## src/drive_cmd_pkg.sv

```systemverilog
// drive_cmd_pkg.sv: constants, codes and carriers of the drive command logic
`default_nettype none
package drive_cmd_pkg;
  // ----------------------------------------------------------------------
  // timing
  // ----------------------------------------------------------------------
  localparam int unsigned CLK_HZ        = 40_000_000;
  localparam int unsigned PULSE_MIN_MS  = 3;
  localparam int unsigned PULSE_MIN_CYC = (PULSE_MIN_MS * CLK_HZ + 999) / 1000;
  localparam int unsigned SEC_CYC       = CLK_HZ;
  localparam logic [6:0]  TIMEOUT_DEF_S = 7'h0A;
  // ----------------------------------------------------------------------
  // widths, scales and codes
  // ----------------------------------------------------------------------
  localparam logic [9:0]  REF_FULL      = 10'h3E8;  // 1000 steps of 0.1 %
  localparam logic [9:0]  REF_STEP      = 10'h001;
  localparam logic [11:0] THERM_CUT_OHM = 12'hBB8;  // 3000 ohm
  localparam logic [1:0]  AI_NONE       = 2'h0;
  localparam logic [1:0]  AI_REF        = 2'h1;
  localparam logic [1:0]  AI_FB         = 2'h2;
  localparam logic [1:0]  AI_THERM      = 2'h3;
  localparam int unsigned AI_NUM        = 3;
  localparam int unsigned AI_VOLT_NUM   = 2;
  localparam logic [2:0]  TO_OFF        = 3'h0;
  localparam logic [2:0]  TO_FREEZE     = 3'h1;
  localparam logic [2:0]  TO_STOP       = 3'h2;
  localparam logic [2:0]  TO_JOG        = 3'h3;
  localparam logic [2:0]  TO_MAX        = 3'h4;
  localparam logic [1:0]  MODE_OPEN     = 2'h0;
  // ----------------------------------------------------------------------
  // carriers
  // ----------------------------------------------------------------------
  typedef enum logic [2:0] {
    OP_OFF  = 3'b001,
    OP_HAND = 3'b010,
    OP_AUTO = 3'b100
  } op_mode_t;
  typedef struct packed {
    logic       start;
    logic [3:0] run_perm;
    logic       jog;
    logic       coast_n;
    logic       panel_lock;
    logic       hand;
    logic       auto_mode;
    logic       latch_start;
    logic       off_stop;
    logic       stop_n;
    logic       alternate;
    logic       freeze;
    logic       speed_up;
    logic       speed_down;
  } dig_in_t;
  typedef struct packed {
    logic [3:0]  run_perm_used;
    logic        hoa_used;
    logic        lock_used;
    logic [1:0]  ctl_mode;
    logic [6:0]  timeout_s;
    logic [2:0]  timeout_act;
    logic [15:0] alt_interval_s;
    logic [15:0] pulse_max_hz;
  } cfg_t;
  typedef struct packed {
    logic [1:0]  func;
    logic [11:0] value;
    logic [11:0] min_scale;
  } ana_ch_t;
  typedef struct packed {
    logic       run;
    logic       jog;
    logic       coast;
    logic       ramp_stop;
    logic [1:0] ctl_mode;
    logic       write_ok;
    logic       therm_trip;
    logic [2:0] timeout_act;
    logic       alt_req;
  } cmd_out_t;
  typedef struct packed {
    op_mode_t    mode;
    cmd_out_t    out;
    logic        latched;
    logic [16:0] lat_cnt;
    logic [16:0] hi_cnt;
    logic [16:0] lo_cnt;
    logic        armed;
    logic [9:0]  frozen;
    logic        restored;
    logic        start_hold;
    logic        stop_hold;
    logic [25:0] sec_cnt;
    logic [6:0]  lz_secs;
    logic [15:0] alt_secs;
    logic        alt_busy;
    logic        force_d;
    logic [9:0]  pulse_ref;
    logic [13:0] ref_sum;
  } st_t;
endpackage
`default_nettype wire

```

## src/drive_input_command_logic.sv

```systemverilog
// drive_input_command_logic.sv: start, stop, mode and analog supervision
// --------------------------------------------------------------------------
// Summary of operation
// frozen reference changeable while stopped, restored after mains loss.
// start accepted only with run permission, a logical AND.
// permission granted if any assigned permission input is high.
// jog input forces jog frequency and issues a start.
// jog ignored while coast stop is commanded.
// local reference forces open-loop control mode code 0.
// panel lock blocks panel writes, bus writes still allowed.
// pulse reference maps 0 Hz to minimum, max frequency to maximum.
// hand input high runs motor; low stops into off unless auto.
// hand and auto inputs override front-panel hand and auto keys.
// auto input high selects auto mode, accepting terminal or serial start.
// auto input wins when hand and auto both active.
// neither hand nor auto active stops motor into off state.
// latched start on pulse of at least 3 ms; stop inverse stops it.
// ramp-stop input stops the motor on the ramp-down setting.
// stop inverse is active low, blocks running, stops on ramp.
// forced alternation overrides timer; timer restarts after sequence.
// start, ramp stop and stop inverse ignored in current limit.
// analog selector none/ref/feedback/thermistor; thermistor on voltage only.
// ref or feedback below half minimum scale triggers timeout action.
// all reference-function analog inputs are summed.
// thermistor above 3 kohm stops the drive for overtemperature; here only therm_trip is raised, run is not cleared.
// speed up/down ramp frozen value; 3 ms pulse steps 0.1 percent.
// signal loss timeout in whole seconds, default 10.
// timeout action codes off, freeze, stop, jog, max frequency.
// --------------------------------------------------------------------------
`timescale 1ns/1ps
`default_nettype none
module drive_input_command_logic
  import drive_cmd_pkg::*;
#(
  parameter int unsigned PULSE_CYC = drive_cmd_pkg::PULSE_MIN_CYC,
  parameter int unsigned SEC_CYCLES = drive_cmd_pkg::SEC_CYC
) (
  // clock and reset
  input  wire logic                    clk_in,
  input  wire logic                    arst_n_in,
  // terminals and panel
  input  wire drive_cmd_pkg::dig_in_t  dig_in,
  input  wire logic                    hand_key_in,
  input  wire logic                    auto_key_in,
  input  wire logic                    serial_start_in,
  input  wire logic                    local_ref_in,
  input  wire logic                    current_limit_in,
  input  wire logic                    panel_write_in,
  input  wire logic                    bus_write_in,
  input  wire logic                    ramp_tick_in,
  input  wire logic                    alt_done_in,
  input  wire logic [15:0]             pulse_freq_in,
  input  wire logic [9:0]              saved_ref_in,
  // configuration
  input  wire drive_cmd_pkg::cfg_t     cfg_in,
  // analog inputs, 0 and 1 voltage, 2 current
  input  wire drive_cmd_pkg::ana_ch_t  ana_in [drive_cmd_pkg::AI_NUM],
  // results
  output var   drive_cmd_pkg::cmd_out_t cmd_out,
  output logic [2:0]                   op_mode_out,
  output logic [9:0]                   frozen_ref_out,
  output logic [9:0]                   pulse_ref_out,
  output logic [13:0]                  ref_sum_out
);
  import drive_cmd_pkg::*;

  // --------------------------------------------------------------------------
  // analog input decode
  // --------------------------------------------------------------------------
  function automatic logic [1:0] eff_func(input logic [1:0] f, input int ch);
    // thermistor is only wired on the voltage inputs
    eff_func = (f == AI_THERM && ch >= AI_VOLT_NUM) ? AI_NONE : f;
  endfunction

  logic [AI_NUM-1:0] ch_low;
  logic [AI_NUM-1:0] ch_hot;
  logic [11:0]       ch_ref [AI_NUM];
  genvar g;
  generate
    for (g = 0; g < AI_NUM; g++) begin : g_ai
      logic [1:0] f;
      assign f = eff_func(ana_in[g].func, g);
      assign ch_low[g] = (f == AI_REF || f == AI_FB) &&
                         ana_in[g].min_scale != 12'h000 &&
                         ana_in[g].value < (ana_in[g].min_scale >> 1);
      assign ch_hot[g] = (f == AI_THERM) &&
                         ana_in[g].value > THERM_CUT_OHM;
      assign ch_ref[g] = (f == AI_REF) ? ana_in[g].value : 12'h000;
    end
  endgenerate

  // --------------------------------------------------------------------------
  // state update
  // --------------------------------------------------------------------------
  st_t st;
  st_t next_st;
  logic        perm;
  logic        start_eff;
  logic        stop_eff;
  logic        hand_eff;
  logic        auto_eff;
  logic        sec_tick;
  logic        sp_on;
  logic [25:0] quot;
  logic [13:0] sum;

  always_comb begin
    next_st = st;
    sum = 14'h0000;
    for (int i = 0; i < AI_NUM; i++) begin
      sum = sum + {2'h0, ch_ref[i]};
    end
    next_st.ref_sum = sum;
    // pulse reference scaling
    quot = (cfg_in.pulse_max_hz == 16'h0000) ? 26'h0000000 :
           ({10'h000, pulse_freq_in} * {16'h0000, REF_FULL}) /
           {10'h000, cfg_in.pulse_max_hz};
    next_st.pulse_ref = (pulse_freq_in >= cfg_in.pulse_max_hz) ? REF_FULL :
                        quot[9:0];
    // one-second enable
    sec_tick = st.sec_cnt == 26'(SEC_CYCLES - 1);
    next_st.sec_cnt = sec_tick ? 26'h0000000 : st.sec_cnt + 26'h0000001;
    // commands are frozen at their last value while in current limit
    start_eff = current_limit_in ? st.start_hold : dig_in.start;
    stop_eff  = current_limit_in ? st.stop_hold :
                (dig_in.off_stop || !dig_in.stop_n);
    next_st.start_hold = start_eff;
    next_st.stop_hold  = stop_eff;
    perm = (cfg_in.run_perm_used == 4'h0) ||
           |(cfg_in.run_perm_used & dig_in.run_perm);
    // latched start: qualifying pulse length before it latches
    if (dig_in.latch_start && !current_limit_in) begin
      if (st.lat_cnt != 17'(PULSE_CYC)) begin
        next_st.lat_cnt = st.lat_cnt + 17'h00001;
      end
    end else begin
      next_st.lat_cnt = 17'h00000;
    end
    if (stop_eff) begin
      next_st.latched = 1'b0;
    end else if (st.lat_cnt == 17'(PULSE_CYC)) begin
      next_st.latched = 1'b1;
    end
    // hand/off/auto: terminals outrank the keys, auto outranks hand
    hand_eff = cfg_in.hoa_used ? dig_in.hand : hand_key_in;
    auto_eff = cfg_in.hoa_used ? dig_in.auto_mode : auto_key_in;
    if (auto_eff) begin
      next_st.mode = OP_AUTO;
    end else if (hand_eff) begin
      next_st.mode = OP_HAND;
    end else begin
      next_st.mode = OP_OFF;
    end
    // run decision
    next_st.out.coast = !dig_in.coast_n;
    next_st.out.jog   = dig_in.jog && dig_in.coast_n;
    next_st.out.ramp_stop = stop_eff;
    unique case (next_st.mode)
      OP_HAND: next_st.out.run = !stop_eff && dig_in.coast_n;
      OP_AUTO: next_st.out.run = !stop_eff && dig_in.coast_n && perm &&
                 (start_eff || next_st.latched || serial_start_in ||
                  next_st.out.jog);
      default: next_st.out.run = 1'b0;
    endcase
    next_st.out.ctl_mode = local_ref_in ? MODE_OPEN : cfg_in.ctl_mode;
    next_st.out.write_ok = bus_write_in ||
      (panel_write_in && !(cfg_in.lock_used && dig_in.panel_lock));
    // frozen reference: restored once after reset, stepped while frozen
    next_st.restored = 1'b1;
    if (!st.restored) begin
      next_st.frozen = (saved_ref_in > REF_FULL) ? REF_FULL : saved_ref_in;
    end
    sp_on = dig_in.freeze && (dig_in.speed_up ^ dig_in.speed_down);
    if (sp_on) begin
      next_st.lo_cnt = 17'h00000;
      if (st.hi_cnt != 17'(PULSE_CYC)) begin
        next_st.hi_cnt = st.hi_cnt + 17'h00001;
      end
    end else begin
      next_st.hi_cnt = 17'h00000;
      if (st.lo_cnt != 17'(PULSE_CYC)) begin
        next_st.lo_cnt = st.lo_cnt + 17'h00001;
      end else begin
        next_st.armed = 1'b1; // pause long enough for the next pulse
      end
    end
    // one step when the pulse qualifies, then ramp while still held
    if (st.restored && sp_on && st.hi_cnt == 17'(PULSE_CYC) &&
        (st.armed || ramp_tick_in)) begin
      next_st.armed = 1'b0;
      if (dig_in.speed_up && st.frozen < REF_FULL) begin
        next_st.frozen = st.frozen + REF_STEP;
      end else if (dig_in.speed_down && st.frozen != 10'h000) begin
        next_st.frozen = st.frozen - REF_STEP;
      end
    end
    // signal loss supervision
    next_st.out.therm_trip = |ch_hot;
    if (ch_low == '0) begin
      next_st.lz_secs = 7'h00;
    end else if (sec_tick && st.lz_secs < cfg_in.timeout_s) begin
      next_st.lz_secs = st.lz_secs + 7'h01;
    end
    next_st.out.timeout_act = (ch_low != '0 && cfg_in.timeout_s != 7'h00 &&
      st.lz_secs >= cfg_in.timeout_s) ? cfg_in.timeout_act : TO_OFF;
    // motor alternation: force on a rising input, timer held while busy
    next_st.force_d = dig_in.alternate;
    next_st.out.alt_req = 1'b0;
    if (st.alt_busy) begin
      if (alt_done_in) begin
        next_st.alt_busy = 1'b0;
        next_st.alt_secs = 16'h0000;
      end
    end else if ((dig_in.alternate && !st.force_d) ||
                 (cfg_in.alt_interval_s != 16'h0000 &&
                  st.alt_secs >= cfg_in.alt_interval_s)) begin
      next_st.alt_busy    = 1'b1;
      next_st.out.alt_req = 1'b1;
    end else if (sec_tick) begin
      next_st.alt_secs = st.alt_secs + 16'h0001;
    end
  end

  always_ff @(posedge clk_in or negedge arst_n_in) begin
    if (!arst_n_in) begin
      st      <= '0;
      st.mode <= OP_OFF;
    end else begin
      st <= next_st;
    end
  end

  assign cmd_out        = st.out;
  assign op_mode_out    = st.mode;
  assign frozen_ref_out = st.frozen;
  assign pulse_ref_out  = st.pulse_ref;
  assign ref_sum_out    = st.ref_sum;
endmodule // drive_input_command_logic
`default_nettype wire

```

## config.mk

```make
export PLATFORM = sky130hd
export DESIGN_NAME = drive_input_command_logic
export DESIGN_NICKNAME = d
export VERILOG_FILES = /design/src/drive_cmd_pkg.sv /design/src/drive_input_command_logic.sv
export SDC_FILE = /design/constraint.sdc
export NUM_CORES = 1
export LEC_CHECK = 0
export BUFFER_PORTS_ARGS = -buffer_cell sky130_fd_sc_hd__buf_4
export CORE_MARGIN = 1.5
export CORE_UTILIZATION = 60
export DETAILED_ROUTE_END_ITERATION = 7
export PLACE_DENSITY = 0.79
export SLEW_MARGIN = 30
export SYNTH_ARGS = -nofsm -noshare
export SYNTH_HDL_FRONTEND = slang
export SYNTH_SLANG_ARGS = --single-unit
export TNS_END_PERCENT = 30
```

## constraint.sdc

```tcl
create_clock -name clk_in -period 12.3 [get_ports clk_in]
set_input_delay 0.615 -clock clk_in [delete_from_list [all_inputs] [get_ports clk_in]]
set_output_delay 0.615 -clock clk_in [all_outputs]
set_load 0.05 [all_outputs]
```

==> results of run 1 <==
Yosys cell counts, types with 55 or more instances:
cell type  number  area, um2
nor2_1        381       1430
inv_1         265        995
nand2_1       317       1190
fa_1           68       1360
clkbuf_1       61        229
mux2_2         70        788
o21a_1        114        856
a21o_1        105        788
nor3_1        120        601
xor2_1        123       1080
nand2b_1       55        344
xnor2_1       135       1180
a21oi_1       268       1340
ha_1          444       5560
o21ai_0       189        946
dfrtp_1       154       3850
nand3_1        96        480
per-layer routing:
metal  overflow  GRT usage (%)
met5          2           66.3
met3         62           81.4
met4        526            104
met1         51           88.4
met2       1185            109
kinds of logic after synthesis:
logic type	synth area share, %
buffers and inverters	5.78
and+or+nand+nor	22.5
muxes	3.92
xor gates and xnor gates	7.71
DFF	13.2
adders and majority gates	23.6
AOI/OAI and AO/OA	23.2
other	0.0128
repair_timing:
action	in CTS
setup buffers	192
pin swaps	200
resized for setup	251
hold endpoints to repair	0
endpoints found under the setup margin	10
cloned	4
per-stage QoR:
stage	utilization (%)	std cells
3_5_place_dp	84.3	5626
4_1_cts	91.2	5854
3_3_place_gp	84.3	5626
2_1_floorplan	-	3786
==> results.yml, run 1 <==
floorplanning:
  boundaryPins: 231
  die_h_um: 224
  rows: 80
  die_w_um: 224
  initial_core_util_pct: 61.1
synth:
  syn_avg_cell_area_um2: 7.74
  ys_async_sr_fraction_pct: 100
  ys_ff_latch: 155
  syn_inst: 3786
  synth-edff-count: 0
  synth_cell_type_count: 113
  ys_seq_area_share_pct: 13.2
  yosys_warnings: 0
  syn_nets: 4480
  syn-cell-area_um2: 29300
  synth_ff_type: "dfrtp_1"
clocking:
  cts.sinks: 155
  clock_path_buffers: 2
  ctsHoldBuffers: 0
  htreeDepth: 4
  cts_buffers: 17
  root_buffer: "clkbuf_16"
run_status:
  stop_stage: "global routing (5_1_grt)"
  status: "stopped before the end"
  firstError: "[ERROR GRT-0232] Routing congestion too high. Check the congestion heatmap in the GUI."
place:
  placed_cell_area_um2: 40400
  hpwl_um: 84200
  globalplace.congestion: 1.04
  pre_cts_ws_ns: -45.90
  portBuffers: 230
grt:
  gr-total-overflow: 1826
  grt_max_degree: 90
  grtUsageTotal_pct: 94.2
timing:
  worstEndpointType: "sequential cell input"
  worst_endpoint: "pulse_ref_out[0]$_DFF_PN0_/D"
==> run 2: changes to the inputs <==
Settings changed: CORE_UTILIZATION 60 to 40, PLACE_DENSITY 0.79 to unset, PLACE_DENSITY_LB_ADDON set to 0.15.
==> run 2 against run 1 <==
  * The flow now finishes, with violations (setup timing)
  * Area after synthesis did not move
  * Synthesized cell count is the same
==> results.yml, run 2 <==
finish:
  final_common_cell: "buf_4"
  drive_gt1_share_pct: 39.8
  final_cell_mix: "buf_4, ha_1, nor2_1, nand2_1, inv_1"
  final_net_count: 5964
  regMostFlops: "st"
  diodes: 0
  largest_reg_flops: 107
  fin_util_pct: 61.8
  syn_to_final_growth_pct: 53.3
synth:
  synth_area_leaders: "ha_1, dfrtp_1, nor2_1"
  ys_async_sr_fraction_pct: 100
  synth_cell_type_count: 113
  ys_ff_latch: 155
  yosys_warnings: 0
  ys_seq_area_share_pct: 13.2
  post-synth-top-area-cell: "ha_1"
  synth_ff_type: "dfrtp_1"
  syn_avg_cell_area_um2: 7.74
  synth-edff-count: 0
  syn_inst: 3786
  synth_top_area_share_pct: 19.0
  syn_nets: 4480
  synthTopCellsByCount: "ha_1, nor2_1, nand2_1"
  syn-cell-area_um2: 29300
  yosysMostFrequentCell: "ha_1"
clocking:
  clkTransAtPathRegs_ns: 0.09
  htreeDepth: 4
  cts_buffers: 17
  root_buffer: "clkbuf_16"
  clock_latency_ns: 0.46
  cts.sinks: 155
  cts_tree: "yes"
  clock_path_buffers: 2
setup_path:
  critical-path-max-stage-delay_ns: 0.56
  slowest_stage: "or4_4"
  worst_setup_path_start_kind: "input pin"
  cp.required_ns: 12.63
  cp.depth: 297
  crit_family: "compound AO/OA/AOI/OAI gates"
  path_common_cell: "o21a_1"
  setup.worst_path.class: "in2reg"
  worstPathArrival_ns: 55.85
  setup.worst_path.end_class: "flop"
  r2r_start: "st[26]"
  r2r-end: "st[39]"
  r2r_slack_ns: 7.33
  crit_fanout: 8
  endpoint: "pulse_ref_out[0]"
  critPathLaunch: "pulse_freq_in[9]"
  path_buf_inv: 31
  reg2reg_depth: 28
routing:
  wl_um: 106000
  antenna_left: 0
  viasPerCell: 5.34
  vias: 33300
  drc_errors: 0
  wire_per_inst_um: 16.9
  drt-initial-drc-count: 1765
  drtPass1Iterations: 8
floorplanning:
  core-area_um2: 72700
  boundaryPins: 231
  die_h_um: 274
  rows: 99
  dieArea_um2: 74900
  die_w_um: 274
  initial_core_util_pct: 40.3
timing:
  fin_skew_ns: 0.0222
  period_share_pct: 451
  holdWs_ns: 0.223
  slew_violations: 0
  fmax_mhz: 18.0
  period_minus_slack_ns: 55.52
  tightest_slew_ns: 0.829
  rsz0062_at_grt: "true"
  hold_viol_final: 0
  slew_headroom_pct: 44.2
  setup_slack_ns: -43.22
  setup_viol: 10
run:
  cap_violations: 0
grt:
  grt_pass1_wl_um: 166000
  grtUsageTotal_pct: 27.4
  grt_max_degree: 86
  antenna_found_initial: 0
  grt_pass1_vias: 33100
  gr-total-overflow: 0
min_path:
  holdCritPathClass: "in2async"
run_status:
  failed_checks: "setup timing"
  status: "finished, violations left"
place:
  globalplace.congestion: 0.959
  hpwl_um: 81900
  portBuffers: 230
-- run 2: logic make-up after synthesis --
family	count (synthesis)	share of synthesized area (%)
buf+inv	392	5.78
mux	102	3.92
compound gates	1020	23.2
flops	155	13.2
fa+ha+maj	513	23.6
other cells	1	0.0128
xor+xnor	258	7.71
simple gates	1345	22.5
-- run 2: worst reg2reg max path: cells and delay by family (launching register included) --
| kind | cells | cell delay (ns) |
|---|---|---|
| DFF | 1 | 0.40 |
| buffers and inverters | 1 | 0.09 |
| adders and majority gates | 1 | 0.27 |
| and+or+nand+nor | 10 | 1.43 |
| xor gates and xnor gates | 1 | 0.15 |
| AOI/OAI and AO/OA | 15 | 2.51 |
-- run 2: per-layer routing --
layer  vias to the layer above  global-route usage (%)  share of wire, %
met5                         -                       0                 0
met4                         0                    7.84               3.2
met3                       194                    2.70               4.0
met2                       734                    47.2                47
met1                     15700                    36.0                45
li1                      16600                       -                 -
-- run 2: how the worst min path moves through the flow --
| stage | cells after the start | end | slack [ns] |
|---|---|---|---|
| 5_1_grt | 1 | st[32] | 0.26 |
| 6_report | 1 | st[32] | 0.22 |
| 2_1_floorplan | 0 | cmd_out[0] | 0.32 |
| 3_3_place_gp | 1 | st[57] | 0.46 |
| 4_1_cts | 1 | st[32] | 0.25 |
| 3_5_place_dp | 1 | st[53] | 0.48 |
-- run 2: per-stage QoR --
step	TNS (ns)	setup slack, ns	cells	cell area (um2)
floorplan	-305.18	-43.71	3786	30500
global placement	-319.08	-44.60	5990	41000
detailed placement	-325.39	-45.55	5990	41100
CTS	-295.25	-41.99	6185	43900
global route	-323.10	-45.91	6242	44900
finish	-304.05	-43.22	6242	44900
-- run 2: layout make-up --
class	count	area (um2)
fill	6471	27800
multi-input combinational	3240	26000
timing repair buffer	1589	12200
sequential	155	3880
tap	959	1200
inverter	267	1030
clock buffer	17	425
clock inverter	15	176
-- run 2: what timing repair did --
item / CTS / global route
cloned: 4 / 0
hold buffers: 0 / 0
gates resized for setup: 201 / 125
buffers inserted: 159 / 57
setup endpoints to repair: 10 / 10
pin swaps: 162 / 144
endpoints found under the hold margin: 0 / 0
Power of run 2 is not shown: default switching activity piles up to over one toggle a cycle in this logic, so the estimate is an artifact.
